==> config.mk <==
export PLATFORM = sky130hd
export DESIGN_NAME = csbp_core
export DESIGN_NICKNAME = d
export VERILOG_FILES = /design/src/csbp_pkg.sv /design/src/csbp_alu.sv /design/src/csbp_core.sv
export SDC_FILE = /design/constraint.sdc
export NUM_CORES = 1
export LEC_CHECK = 0
export BUFFER_PORTS_ARGS = -buffer_cell sky130_fd_sc_hd__buf_4
export CORE_MARGIN = 2
export CORE_UTILIZATION = 40
export CTS_BUF_LIST = sky130_fd_sc_hd__clkbuf_16
export DETAILED_ROUTE_END_ITERATION = 7
export PLACE_DENSITY_LB_ADDON = 0.08
export RECOVER_POWER = 100
export REMOVE_ABC_BUFFERS = 1
export SYNTH_ARGS = -nofsm -noshare
export SYNTH_HDL_FRONTEND = slang
export SYNTH_HIERARCHICAL = 1
export SYNTH_SLANG_ARGS = --single-unit
==> constraint.sdc <==
create_clock -name core_clk_i -period 6.7 [get_ports core_clk_i]
set_input_delay 1.34 -clock core_clk_i [delete_from_list [all_inputs] [get_ports core_clk_i]]
set_output_delay 1.34 -clock core_clk_i [all_outputs]
set_load 0.1 [all_outputs]
==> src/csbp_pkg.sv <==
// Purpose: shared constants and types of the status and bit processor
// Assumes: 32-bit AHB-Lite register bus, one aligned word per register
// Notes: bit space below 80h sits in internal RAM bytes 20h-2Fh
`default_nettype none
package csbp_pkg;
    // ----------------------------------------
    // register byte offsets
    // ----------------------------------------
    localparam logic [7:0] ADDR_CMD = 8'h00;
    localparam logic [7:0] ADDR_IPTR = 8'h04;
    localparam logic [7:0] ADDR_DPTR = 8'h08;
    localparam logic [7:0] ADDR_PSW = 8'h0c;
    localparam logic [7:0] ADDR_ACC = 8'h10;
    localparam logic [7:0] ADDR_RESULT = 8'h14;
    localparam logic [7:0] ADDR_PORT = 8'h18;
    localparam logic [7:0] ADDR_BREG = 8'h1c;

    // ----------------------------------------
    // status word bit positions
    // ----------------------------------------
    localparam int PSW_CARRY = 7;
    localparam int PSW_HALF = 6;
    localparam int PSW_FLAG0 = 5;
    localparam int PSW_BANK_HIGH = 4;
    localparam int PSW_BANK_LOW = 3;
    localparam int PSW_RANGE = 2;
    localparam int PSW_FLAG1 = 1;
    localparam int PSW_PARITY = 0;
    localparam logic [7:0] PSW_STORED_MASK = 8'hfe;

    // ----------------------------------------
    // reset values
    // ----------------------------------------
    localparam logic [15:0] IPTR_RESET = 16'h0000;
    localparam logic [15:0] DPTR_RESET = 16'h0000;
    localparam logic [7:0] PSW_RESET = 8'h00;
    localparam logic [7:0] ACC_RESET = 8'h00;
    localparam logic [7:0] BREG_RESET = 8'h00;
    localparam logic [7:0] PORT_RESET = 8'hff;

    // ----------------------------------------
    // internal RAM and bit space
    // ----------------------------------------
    localparam int IRAM_DEPTH = 48;
    localparam logic [7:0] BIT_RAM_BASE = 8'h20;
    localparam logic [7:0] SFR_PORT = 8'h90;
    localparam logic [7:0] SFR_PSW = 8'hd0;
    localparam logic [7:0] SFR_ACC = 8'he0;
    localparam logic [7:0] SFR_BREG = 8'hf0;
    localparam int RESULT_BIT_POS = 8;
    localparam int RESULT_TAKEN_POS = 9;

    // ----------------------------------------
    // command codes, in order from 0
    // ----------------------------------------
    typedef enum logic [4:0] {
        OP_NOP, OP_ADD, OP_ADD_CARRY, OP_SUB, OP_SUB_CARRY, OP_ROT_LEFT, OP_ROT_RIGHT,
        OP_CLEAR_SIGNED_RANGE, OP_BIT_TEST, OP_MOVE_TO_CARRY, OP_MOVE_FROM_CARRY,
        OP_BIT_SET, OP_BIT_CLEAR, OP_BIT_INVERT, OP_BIT_AND, OP_BIT_AND_NOT, OP_BIT_OR,
        OP_BIT_OR_NOT, OP_JUMP_IF_CARRY, OP_JUMP_IF_NO_CARRY, OP_JUMP_IF_BIT_SET,
        OP_JUMP_IF_BIT_ZERO, OP_JUMP_SET_AND_CLEAR, OP_WRITE_REG, OP_READ_REG
    } csbp_op_e;

    typedef struct packed {
        logic [7:0] target;
        logic [7:0] operand;
        logic [7:0] addr;
        logic [7:0] op;
    } csbp_cmd_s;

    typedef struct packed {
        logic valid;
        logic write;
        logic [7:0] addr;
    } csbp_ahb_req_s;
endpackage
`default_nettype wire

==> src/csbp_alu.sv <==
// Purpose: adder with carry, half-carry and signed-range outputs
// Assumes: subtraction is a + ~b + carry, so carry means no borrow
// Notes: half-carry is the carry out of the low nibble
`default_nettype none
module csbp_alu #(
    parameter int W = 8
) (
    // operands
    input wire logic [W-1:0] a_i,
    input wire logic [W-1:0] b_i,
    input wire logic cin_i,
    input wire logic sub_i,
    // results
    output logic [W-1:0] sum_o,
    output logic carry_o,
    output logic half_o,
    output logic range_o
);
    wire logic [W-1:0] b_eff = sub_i ? ~b_i : b_i;
    wire logic [W:0] full = {1'b0, a_i} + {1'b0, b_eff} + {{W{1'b0}}, cin_i};
    wire logic [4:0] low = {1'b0, a_i[3:0]} + {1'b0, b_eff[3:0]} + {4'h0, cin_i};

    assign sum_o = full[W-1:0];
    assign carry_o = full[W];
    assign half_o = low[4];
    // signs alike in, sign differs out
    assign range_o = (a_i[W-1] == b_eff[W-1]) && (full[W-1] != a_i[W-1]);
endmodule
`default_nettype wire

==> src/csbp_core.sv <==
// Purpose: status word, pointers and single-bit processor behind AHB-Lite
// Assumes: one command per write to the command register, done in one cycle
// Notes: what this block does, in short:
`default_nettype none
module csbp_core
    import csbp_pkg::*;
(
    // clock and reset
    input wire logic core_clk_i,
    input wire logic nrst_i,
    // ahb-lite slave
    input wire logic hsel_i,
    input wire logic [7:0] haddr_i,
    input wire logic [1:0] htrans_i,
    input wire logic hwrite_i,
    input wire logic [2:0] hsize_i,
    input wire logic [31:0] hwdata_i,
    input wire logic hready_i,
    output logic hreadyout_o,
    output logic hresp_o,
    output logic [31:0] hrdata_o,
    // core state
    input wire logic [7:0] port_pins_i,
    output logic [7:0] port_latch_o,
    output logic [15:0] iptr_o,
    output logic [15:0] dptr_o,
    output logic [7:0] psw_o
);
    // ----------------------------------------
    // state
    // ----------------------------------------
    logic [15:0] iptr;
    logic [15:0] dptr;
    logic [7:0] program_status_word;
    logic [7:0] acc;
    logic [7:0] breg;
    logic [7:0] port_latch;
    logic [9:0] result;
    logic [7:0] iram [IRAM_DEPTH];
    csbp_ahb_req_s data_pointer_high;
    logic [31:0] rdata;

    logic [15:0] next_iptr;
    logic [15:0] next_dptr;
    logic [7:0] next_psw;
    logic [7:0] next_acc;
    logic [7:0] next_breg;
    logic [7:0] next_port;
    logic [9:0] next_result;
    logic ram_we;
    logic [5:0] ram_addr;
    logic [7:0] ram_wdata;
    logic bit_we;
    logic bit_new;
    logic taken;

    // ----------------------------------------
    // bus decode
    // ----------------------------------------
    wire logic addr_take = hsel_i && hready_i && htrans_i[1];
    wire logic bus_wr = data_pointer_high.valid && data_pointer_high.write && hready_i;
    wire logic exec = bus_wr && (data_pointer_high.addr == ADDR_CMD);
    wire csbp_cmd_s cmd = csbp_cmd_s'(hwdata_i);
    wire csbp_op_e op = csbp_op_e'(cmd.op[4:0]);

    assign hreadyout_o = 1'b1;
    assign hresp_o = 1'b0;
    assign hrdata_o = rdata;

    // ----------------------------------------
    // status word and bit addressing
    // ----------------------------------------
    wire logic parity = ~^acc;
    wire logic [7:0] psw_full = {program_status_word[7:1], parity};
    wire logic cy = program_status_word[PSW_CARRY];
    wire logic [5:0] reg_ptr = {1'b0, program_status_word[PSW_BANK_HIGH], program_status_word[PSW_BANK_LOW], cmd.addr[2:0]};
    wire logic in_sfr = cmd.addr[7];
    wire logic [7:0] bit_byte = in_sfr ? {cmd.addr[7:3], 3'h0} : BIT_RAM_BASE + {4'h0, cmd.addr[6:3]};
    wire logic [2:0] bit_idx = cmd.addr[2:0];
    wire logic [7:0] bit_mask = 8'h01 << bit_idx;
    wire logic [7:0] ram_byte = iram[bit_byte[5:0]];
    // carry reachable at its own bit address via the status word
    wire logic [7:0] sfr_byte = (bit_byte == SFR_PORT) ? port_pins_i :
                                (bit_byte == SFR_PSW) ? psw_full :
                                (bit_byte == SFR_ACC) ? acc :
                                (bit_byte == SFR_BREG) ? breg : 8'h00;
    wire logic [7:0] src_byte = in_sfr ? sfr_byte : ram_byte;
    wire logic bit_val = src_byte[bit_idx];
    // modify writes of the port start from the latch, not the pins
    wire logic [7:0] rmw_byte = (in_sfr && bit_byte == SFR_PORT) ? port_latch : src_byte;
    wire logic [7:0] rmw_new = bit_new ? (rmw_byte | bit_mask) : (rmw_byte & ~bit_mask);

    // ----------------------------------------
    // adder
    // ----------------------------------------
    wire logic is_sub = (op == OP_SUB) || (op == OP_SUB_CARRY);
    wire logic alu_cin = (op == OP_SUB) ? 1'b1 : ((op == OP_ADD) ? 1'b0 : cy);
    logic [7:0] alu_sum;
    logic alu_carry;
    logic alu_half;
    logic alu_range;

    csbp_alu #(.W(8)) u_alu (
        .a_i(acc),
        .b_i(cmd.operand),
        .cin_i(alu_cin),
        .sub_i(is_sub),
        .sum_o(alu_sum),
        .carry_o(alu_carry),
        .half_o(alu_half),
        .range_o(alu_range)
    );

    // ----------------------------------------
    // command execution
    // ----------------------------------------
    always_comb begin
        next_iptr = iptr;
        next_dptr = dptr;
        next_psw = program_status_word;
        next_acc = acc;
        next_breg = breg;
        next_port = port_latch;
        next_result = result;
        ram_we = 1'b0;
        ram_addr = 6'h00;
        ram_wdata = 8'h00;
        bit_we = 1'b0;
        bit_new = 1'b0;
        taken = 1'b0;
        if (bus_wr && data_pointer_high.addr == ADDR_IPTR) begin
            next_iptr = hwdata_i[15:0];
        end
        if (bus_wr && data_pointer_high.addr == ADDR_DPTR) begin
            next_dptr = hwdata_i[15:0];
        end
        if (bus_wr && data_pointer_high.addr == ADDR_PSW) begin
            next_psw = hwdata_i[7:0] & PSW_STORED_MASK;
        end
        if (bus_wr && data_pointer_high.addr == ADDR_ACC) begin
            next_acc = hwdata_i[7:0];
        end
        if (bus_wr && data_pointer_high.addr == ADDR_BREG) begin
            next_breg = hwdata_i[7:0];
        end
        if (bus_wr && data_pointer_high.addr == ADDR_PORT) begin
            next_port = hwdata_i[7:0];
        end
        if (exec) begin
            next_iptr = iptr + 16'h0001;
            case (op)
                OP_ADD, OP_ADD_CARRY, OP_SUB, OP_SUB_CARRY: begin
                    next_acc = alu_sum;
                    next_psw[PSW_CARRY] = alu_carry;
                    next_psw[PSW_HALF] = alu_half;
                    next_psw[PSW_RANGE] = alu_range;
                end
                OP_ROT_LEFT: begin
                    next_acc = {acc[6:0], cy};
                    next_psw[PSW_CARRY] = acc[7];
                end
                OP_ROT_RIGHT: begin
                    next_acc = {cy, acc[7:1]};
                    next_psw[PSW_CARRY] = acc[0];
                end
                OP_CLEAR_SIGNED_RANGE: next_psw[PSW_RANGE] = 1'b0;
                OP_BIT_TEST: next_psw[PSW_RANGE] = cmd.operand[6];
                OP_MOVE_TO_CARRY: next_psw[PSW_CARRY] = bit_val;
                OP_MOVE_FROM_CARRY: begin
                    bit_we = 1'b1;
                    bit_new = cy;
                end
                OP_BIT_SET: begin
                    bit_we = 1'b1;
                    bit_new = 1'b1;
                end
                OP_BIT_CLEAR: bit_we = 1'b1;
                OP_BIT_INVERT: begin
                    bit_we = 1'b1;
                    bit_new = ~bit_val;
                end
                OP_BIT_AND: next_psw[PSW_CARRY] = cy & bit_val;
                OP_BIT_AND_NOT: next_psw[PSW_CARRY] = cy & ~bit_val;
                OP_BIT_OR: next_psw[PSW_CARRY] = cy | bit_val;
                OP_BIT_OR_NOT: next_psw[PSW_CARRY] = cy | ~bit_val;
                OP_JUMP_IF_CARRY: taken = cy;
                OP_JUMP_IF_NO_CARRY: taken = ~cy;
                OP_JUMP_IF_BIT_SET: taken = bit_val;
                OP_JUMP_IF_BIT_ZERO: taken = ~bit_val;
                OP_JUMP_SET_AND_CLEAR: begin
                    taken = bit_val;
                    bit_we = bit_val;
                end
                OP_WRITE_REG: begin
                    ram_we = 1'b1;
                    ram_addr = reg_ptr;
                    ram_wdata = cmd.operand;
                end
                OP_READ_REG: next_result[7:0] = iram[reg_ptr];
                default: ;
            endcase
            if (taken) begin
                next_iptr = iptr + 16'h0001 + {{8{cmd.target[7]}}, cmd.target};
            end
            next_result[RESULT_BIT_POS] = bit_val;
            next_result[RESULT_TAKEN_POS] = taken;
            if (bit_we && !in_sfr) begin
                ram_we = 1'b1;
                ram_addr = bit_byte[5:0];
                ram_wdata = rmw_new;
            end
            if (bit_we && in_sfr && bit_byte == SFR_PSW) begin
                next_psw = rmw_new & PSW_STORED_MASK;
            end
            if (bit_we && in_sfr && bit_byte == SFR_ACC) begin
                next_acc = rmw_new;
            end
            if (bit_we && in_sfr && bit_byte == SFR_BREG) begin
                next_breg = rmw_new;
            end
            if (bit_we && in_sfr && bit_byte == SFR_PORT) begin
                next_port = rmw_new;
            end
        end
    end

    // ----------------------------------------
    // registers
    // ----------------------------------------
    always_ff @(posedge core_clk_i) begin
        if (!nrst_i) begin
            iptr <= IPTR_RESET;
            dptr <= DPTR_RESET;
            program_status_word <= PSW_RESET;
            acc <= ACC_RESET;
            breg <= BREG_RESET;
            port_latch <= PORT_RESET;
            result <= 10'h000;
        end else begin
            iptr <= next_iptr;
            dptr <= next_dptr;
            program_status_word <= next_psw;
            acc <= next_acc;
            breg <= next_breg;
            port_latch <= next_port;
            result <= next_result;
        end
    end

    always_ff @(posedge core_clk_i) begin
        if (!nrst_i) begin
            for (int i = 0; i < IRAM_DEPTH; i++) begin
                iram[i] <= 8'h00;
            end
        end else if (ram_we) begin
            iram[ram_addr] <= ram_wdata;
        end
    end

    // ----------------------------------------
    // bus phases and read data
    // ----------------------------------------
    wire logic [31:0] rd_mux = (haddr_i == ADDR_IPTR) ? {16'h0000, iptr} :
                               (haddr_i == ADDR_DPTR) ? {16'h0000, dptr} :
                               (haddr_i == ADDR_PSW) ? {24'h000000, psw_full} :
                               (haddr_i == ADDR_ACC) ? {24'h000000, acc} :
                               (haddr_i == ADDR_RESULT) ? {22'h000000, result} :
                               (haddr_i == ADDR_PORT) ? {24'h000000, port_latch} :
                               (haddr_i == ADDR_BREG) ? {24'h000000, breg} : 32'h00000000;

    always_ff @(posedge core_clk_i) begin
        if (!nrst_i) begin
            data_pointer_high <= '0;
            rdata <= 32'h00000000;
        end else if (hready_i) begin
            data_pointer_high <= '{valid: addr_take, write: hwrite_i, addr: haddr_i};
            rdata <= (addr_take && !hwrite_i) ? rd_mux : 32'h00000000;
        end
    end

    assign port_latch_o = port_latch;
    assign iptr_o = iptr;
    assign dptr_o = dptr;
    assign psw_o = psw_full;

    // ----------------------------------------
    // checks
    // ----------------------------------------
    wire logic exec_alu = exec && (op == OP_ADD || op == OP_ADD_CARRY || op == OP_SUB || op == OP_SUB_CARRY);
    wire logic exec_wreg = exec && op == OP_WRITE_REG;
    wire logic exec_set_ram = exec && op == OP_BIT_SET && !in_sfr;
    wire logic exec_set_port = exec && op == OP_BIT_SET && in_sfr && bit_byte == SFR_PORT;
    wire logic [5:0] bit_ram_addr = bit_byte[5:0];
    wire logic op_bit6 = cmd.operand[6];
    wire logic [15:0] jump_pc = iptr + 16'h0001 + {{8{cmd.target[7]}}, cmd.target};
endmodule
`default_nettype wire

==> impl_metrics.py, run 1 <==
metrics = {
    "timing": {
        "setup_viol": 0,
        "fin_crit_ns": 6.053,
        "rsz0062_at_grt": "no",
        "holdWs_ns": 0.4991,
        "hold_viol_final": 0,
        "maxSlewViolCount": 30,
        "timing.final.crit_share_pct": 90.34,
        "worst_slew_pin_slew_ns": 1.630,
        "skew_ns": 0.01922,
        "relSlewSlack_pct": -8.677,
        "fin_setup_tns_ns": 0,
        "fin_ws_ns": 0.6475,
        "timing.fmax_mhz": 165.2,
    },
    "logic_synthesis": {
        "synth_area_leaders": "edfxtp_1, mux4_2, dfxtp_1",
        "synth_area_sq_um": 25400,
        "syn_avg_cell_area_sq_um": 11.19,
        "synth_warnings": 6,
        "synthCells": 2270,
        "ys_seq_area_share_pct": 53.21,
        "synth_top_area_share_pct": 45.40,
        "ys_types": 92,
        "synth_most_common_cell": "edfxtp_1",
        "synth_flop_cell": "edfxtp_1",
        "synth_edf_count": 384,
        "synth_top_cell_by_area": "edfxtp_1",
        "synthTopCellsByCount": "edfxtp_1, nor2_1, nand2_1, nor3_1, clkbuf_1",
        "synth-async-reset-ratio_pct": 0,
        "ys_seq_elements": 483,
    },
    "route": {
        "routedWlPerCell_um": 25.75,
        "ant_nets": 0,
        "drt_iter0_drc": 1994,
        "routed_wl_mm": 83.59,
        "vias": 19175,
        "vias_per_cell": 5.907,
        "drc": 0,
        "first_pass_iters": 6,
    },
    "floorplan": {
        "die_area_sq_um": 65520,
        "rows": 92,
        "die_h_um": 256.0,
        "die_width_um": 256.0,
        "ios": 140,
        "start_util_pct": 40.33,
        "core_sq_um": 62970,
    },
    "grt": {
        "grt_pass1_wl_mm": 124.3,
        "grt_use_total_pct": 25.02,
        "grt_pass1_vias": 18647,
        "grt.overflow.total": 0,
        "antenna_found_initial": 1,
        "grt_max_degree": 59,
    },
    "finish": {
        "final-seq-area_sq_um": 13510,
        "diodes": 0,
        "area_growth_pct": 12.39,
        "fill_cells": 6022,
        "final_net_count": 2441,
        "drive_above_1_share_pct": 14.00,
        "multi_input_area_sq_um": 10820,
    },
    "worst_setup_path": {
        "critPathCaptureType": "flop",
        "arrival_ns": 6.31,
        "cp-start-kind": "input pin",
        "required_ns": 6.96,
        "r2r_setup_slack_ns": 1.41,
        "crit_path_max_fanout": 45,
        "critPathKind": "in2reg",
    },
    "clocking": {
        "cts-resized-gates": 0,
        "cts_buffer_depth": 3,
        "clk_pin_slew_ns": 0.06,
        "clock_sinks": 483,
        "post_cts.repair.setup_buffers": 0,
        "cts_made_buffers": 55,
        "cts_tree": "yes",
        "cts_hold_buffers": 0,
        "worstSkewPairLatency_ns": 0.62,
        "clock-root-buffer": "clkbuf_16",
        "h-tree-depth": 2,
    },
    "pwr": {
        "powerDensity_nw_per_um2": 239.6,
        "leakage_nw": 9.934,
        "ir_drop_mv": 0.1882,
    },
    "placement": {
        "dp_hpwl_mm": 56.39,
        "io_buffers": 117,
        "dp_slack_ns": 0.3905,
        "gp_congestion": 0.8883,
    },
    "min_path": {
        "hold_class": "reg2reg",
    },
    "flow_run": {
        "maxCapViolCount": 1,
    },
    "run_status": {
        "run_status": "finished, violations left",
        "violations": "capacitance limit, slew limit",
    },
}
==> worst max-delay path: stages <==
cell	delay (ns)
buf_4	0.29
nand2b_1	0.27
buf_4	0.30
mux2_1	0.40
o221ai_1	0.40
a2111oi_0	0.19
mux2_1	0.33
a311o_1	0.42
o21a_1	0.23
o211ai_1	0.59
nand2_1	0.11
clkbuf_2	0.61
o21ai_0	0.35
clkbuf_1	0.45
==> registers in the layout, indices dropped and copies added, names as in the netlist <==
signal / flops
hrdata_o: 16
iram: 384
dptr_o: 16
breg: 8
iptr_o: 16
program_status_word: 7
result: 10
port_latch_o: 8
data_pointer_high: 10
acc: 8
==> logic make-up after synthesis <==
| logic type | Yosys count | synth area share (%) |
|---|---|---|
| muxes | 184 | 11.81 |
| buffers and inverters | 248 | 4.311 |
| xor gates and xnor gates | 46 | 1.586 |
| DFF | 483 | 53.21 |
| other | 2 | 0.02957 |
| adders and majority gates | 26 | 1.370 |
| and+or+nand+nor | 908 | 16.76 |
| AOI/OAI and AO/OA | 373 | 10.93 |
==> layout by cell type, fill, tap and decap left out, types with 24 or more instances in the layout <==
master and n:
edfxtp_1 384, nor2_1 351, nor3_1 169, nand2_1 168
clkbuf_1 112, buf_4 103, dfxtp_1 99, mux4_2 89
o21ai_0 70, mux2i_1 62, clkbuf_16 56, nand3_1 45
inv_1 45, a21oi_1 38, xnor2_1 31, nor2b_1 31
mux2_2 29, o22ai_1 29, o211a_1 24
==> metal layers <==
| metal | GRT usage [%] | vias up | share of wire, % |
|---|---|---|---|
| li1 | - | 8676 | - |
| met1 | 33.64 | 9756 | 43 |
| met2 | 42.52 | 625 | 49 |
| met3 | 3.595 | 118 | 5.3 |
| met4 | 6.433 | 0 | 2.4 |
| met5 | 0 | - | 0 |
==> path summary, 6_finish.rpt <==
check	startpoint	end	cells past startpoint
min	dptr_o[8]$_SDFFE_PN0P_	dptr_o[8]$_SDFFE_PN0P_	2
min reg2reg	dptr_o[8]$_SDFFE_PN0P_	dptr_o[8]$_SDFFE_PN0P_	2
max	hwdata_i[15]	iram[24][3]$_SDFFCE_PN0P_	14
max reg2reg	program_status_word[4]$_SDFF_PN0_	iram[11][2]$_SDFFCE_PN0P_	13
==> final cells by class <==
type                       count  area share, %
clock buffer                  56          4.909
clock inverter                44          1.030
inverter                      36         0.4734
multi-input combinational   1555          37.89
sequential                   483          47.34
tap                          846          3.708
timing repair buffer         226          4.646
==> stage by stage <==
step	utilization (%)	total power [W]	instance area [sq um]	instances
floorplan	-	0.003723	24500	2074
global placement	43.45	0.004010	27360	3146
detailed placement	43.45	0.004018	27360	3146
CTS	46.14	0.006890	29050	3246
global route	45.33	0.007036	28540	3246
finish	45.33	0.006840	28540	3246
==> power breakdown <==
group | total (W) | internal, W | switching (W)
Combinational | 0.000614 | 0.000202 | 0.000413
Clock | 0.00289 | 0.00162 | 0.00127
Sequential | 0.00333 | 0.00331 | 0.0000255
Total | 0.00684 | 0.00513 | 0.00171
(Power assumes the default switching activity.)
==> run 2, diff against run 1 <==
clock period = 6.9 ns   (was 6.7 ns; I/O delays follow)
==> impl_metrics.py, run 2 (same netlist as run 1, synthesis figures left out) <==
metrics = {
    "run_status": {
        "run_status": "finished, violations left",
        "violations": "capacitance limit, slew limit",
    },
    "timing": {
        "hold_viol_final": 0,
        "timing.fmax_mhz": 158.7,
        "maxSlewViolCount": 285,
        "fin_ws_ns": 0.5969,
        "holdWs_ns": 0.4873,
        "skew_ns": 0.02443,
        "rsz0062_at_grt": "no",
        "fin_crit_ns": 6.303,
        "setup_viol": 0,
        "fin_setup_tns_ns": 0,
        "worst_slew_pin_slew_ns": 3.169,
        "timing.final.crit_share_pct": 91.35,
        "relSlewSlack_pct": -111.2,
    },
    "pwr": {
        "leakage_nw": 9.978,
        "powerDensity_nw_per_um2": 233.6,
        "ir_drop_mv": 0.2038,
    },
    "finish": {
        "mostFrequentLayoutCells": "edfxtp_1, nor2_1, nand2_1, nor3_1, clkbuf_1",
        "diodes": 0,
        "largest-register": "iram",
        "largest_reg_flops": 384,
        "fill_cells": 6014,
        "area_growth_pct": 12.77,
        "fin_util_pct": 45.49,
        "stdcell_count": 3253,
        "drive_above_1_share_pct": 13.88,
        "final_common_cell": "edfxtp_1",
        "final_net_count": 2446,
    },
    "route": {
        "drt_iter0_drc": 1825,
        "routed_wl_mm": 83.26,
        "ant_nets": 0,
        "vias": 19112,
        "vias_per_cell": 5.875,
        "drc": 0,
        "first_pass_iters": 5,
        "routedWlPerCell_um": 25.59,
    },
    "min_path": {
        "whs_endpoint": "data_pointer_high[9]$_SDFFE_PN0P_",
        "hold_class": "reg2reg",
        "min_path_cells": 2,
        "hold_start": "data_pointer_high[9]$_SDFFE_PN0P_",
    },
    "worst_setup_path": {
        "critPathCaptureType": "flop",
        "cp-start-kind": "input pin",
        "critPathKind": "in2reg",
        "crit_path_max_fanout": 24,
        "worstReg2RegStart": "program_status_word[4]$_SDFF_PN0_",
        "r2r_setup_slack_ns": 1.51,
        "arrival_ns": 6.69,
        "r2r-end": "iram[33][7]$_SDFFCE_PN0P_",
        "rr_worst_depth": 12,
        "startpoint": "hwdata_i[15]",
        "required_ns": 7.28,
    },
    "placement": {
        "io_buffers": 117,
        "dp_slack_ns": 0.4314,
        "dp_cells": 3152,
        "dp_hpwl_mm": 56.25,
        "gp_congestion": 0.9038,
    },
    "floorplan": {
        "start_util_pct": 40.33,
        "die_width_um": 256.0,
        "ios": 140,
        "rows": 92,
        "die_h_um": 256.0,
        "die_area_sq_um": 65520,
        "core_sq_um": 62970,
    },
    "grt": {
        "grt.overflow.total": 0,
        "grt_use_total_pct": 24.98,
        "grt_pass1_wl_mm": 123.3,
        "grt_pass1_vias": 18757,
        "antenna_found_initial": 2,
        "grt_max_degree": 57,
    },
    "flow_run": {
        "maxCapViolCount": 6,
    },
    "clocking": {
        "cts-resized-gates": 0,
        "clock-root-buffer": "clkbuf_16",
        "clock_sinks": 483,
        "worstSkewPairLatency_ns": 0.63,
        "cts_tree": "yes",
        "post_cts.repair.setup_buffers": 0,
        "cts_buffer_depth": 3,
        "clk_pin_slew_ns": 0.06,
        "cts_made_buffers": 54,
        "cts_hold_buffers": 0,
        "h-tree-depth": 2,
    },
}
[run 2: metrics by stage]
stage	power [W]	cell area (sq um)
floorplan	0.003615	24500
global placement	0.003896	27430
detailed placement	0.003904	27430
CTS	0.006756	29170
global route	0.006889	28640
finish	0.006689	28640
[run 2: per-layer routing]
| layer | wire length (um) | track usage [%] | vias up |
|---|---|---|---|
| met2 | 40100 | 41.67 | 671 |
| met3 | 4508 | 3.119 | 158 |
| met4 | 3190 | 9.698 | 4 |
| met5 | 32 | 0 | - |
| met1 | 35430 | 33.28 | 9592 |
| li1 | - | - | 8687 |
[run 2: worst max path at each step]
stage,end,slack (ns),cells after the start
3_3_place_gp,iram[33][1]$_SDFFCE_PN0P_,0.57,13
4_1_cts,iram[33][7]$_SDFFCE_PN0P_,1.13,13
6_report,iram[12][6]$_SDFFCE_PN0P_,0.60,14
2_1_floorplan,iram[12][0]$_SDFFCE_PN0P_,0.30,10
3_5_place_dp,iram[33][7]$_SDFFCE_PN0P_,0.43,13
5_1_grt,iram[5][5]$_SDFFCE_PN0P_,0.46,13
[run 2: worst max-delay path, stage by stage]
cell       delay, ns
buf_4           0.27
nand2b_1        0.53
mux4_2          0.59
o221ai_1        0.43
a2111oi_0       0.20
mux2_1          0.33
a311o_1         0.52
o21ai_2         0.55
a211oi_1        0.18
buf_4           0.22
o21ai_0         0.71
clkbuf_1        0.39
o21ai_0         0.14
buf_4           0.22
[run 2: power by group]
part | switching (W) | internal [W]
logic | 0.000400 | 0.000199
clock network | 0.00122 | 0.00163
registers | 0.0000252 | 0.00321
total | 0.00165 | 0.00504
[run 2: cell type report]
cell class	count	area [sq um]	area share (%)
clock buffer	55	1376	4.806
clock inverter	46	367.9	1.284
inverter	36	135.1	0.4718
multi-input combinational	1555	10830	37.82
sequential	483	13510	47.18
tap	846	1059	3.696
timing repair buffer	232	1358	4.740
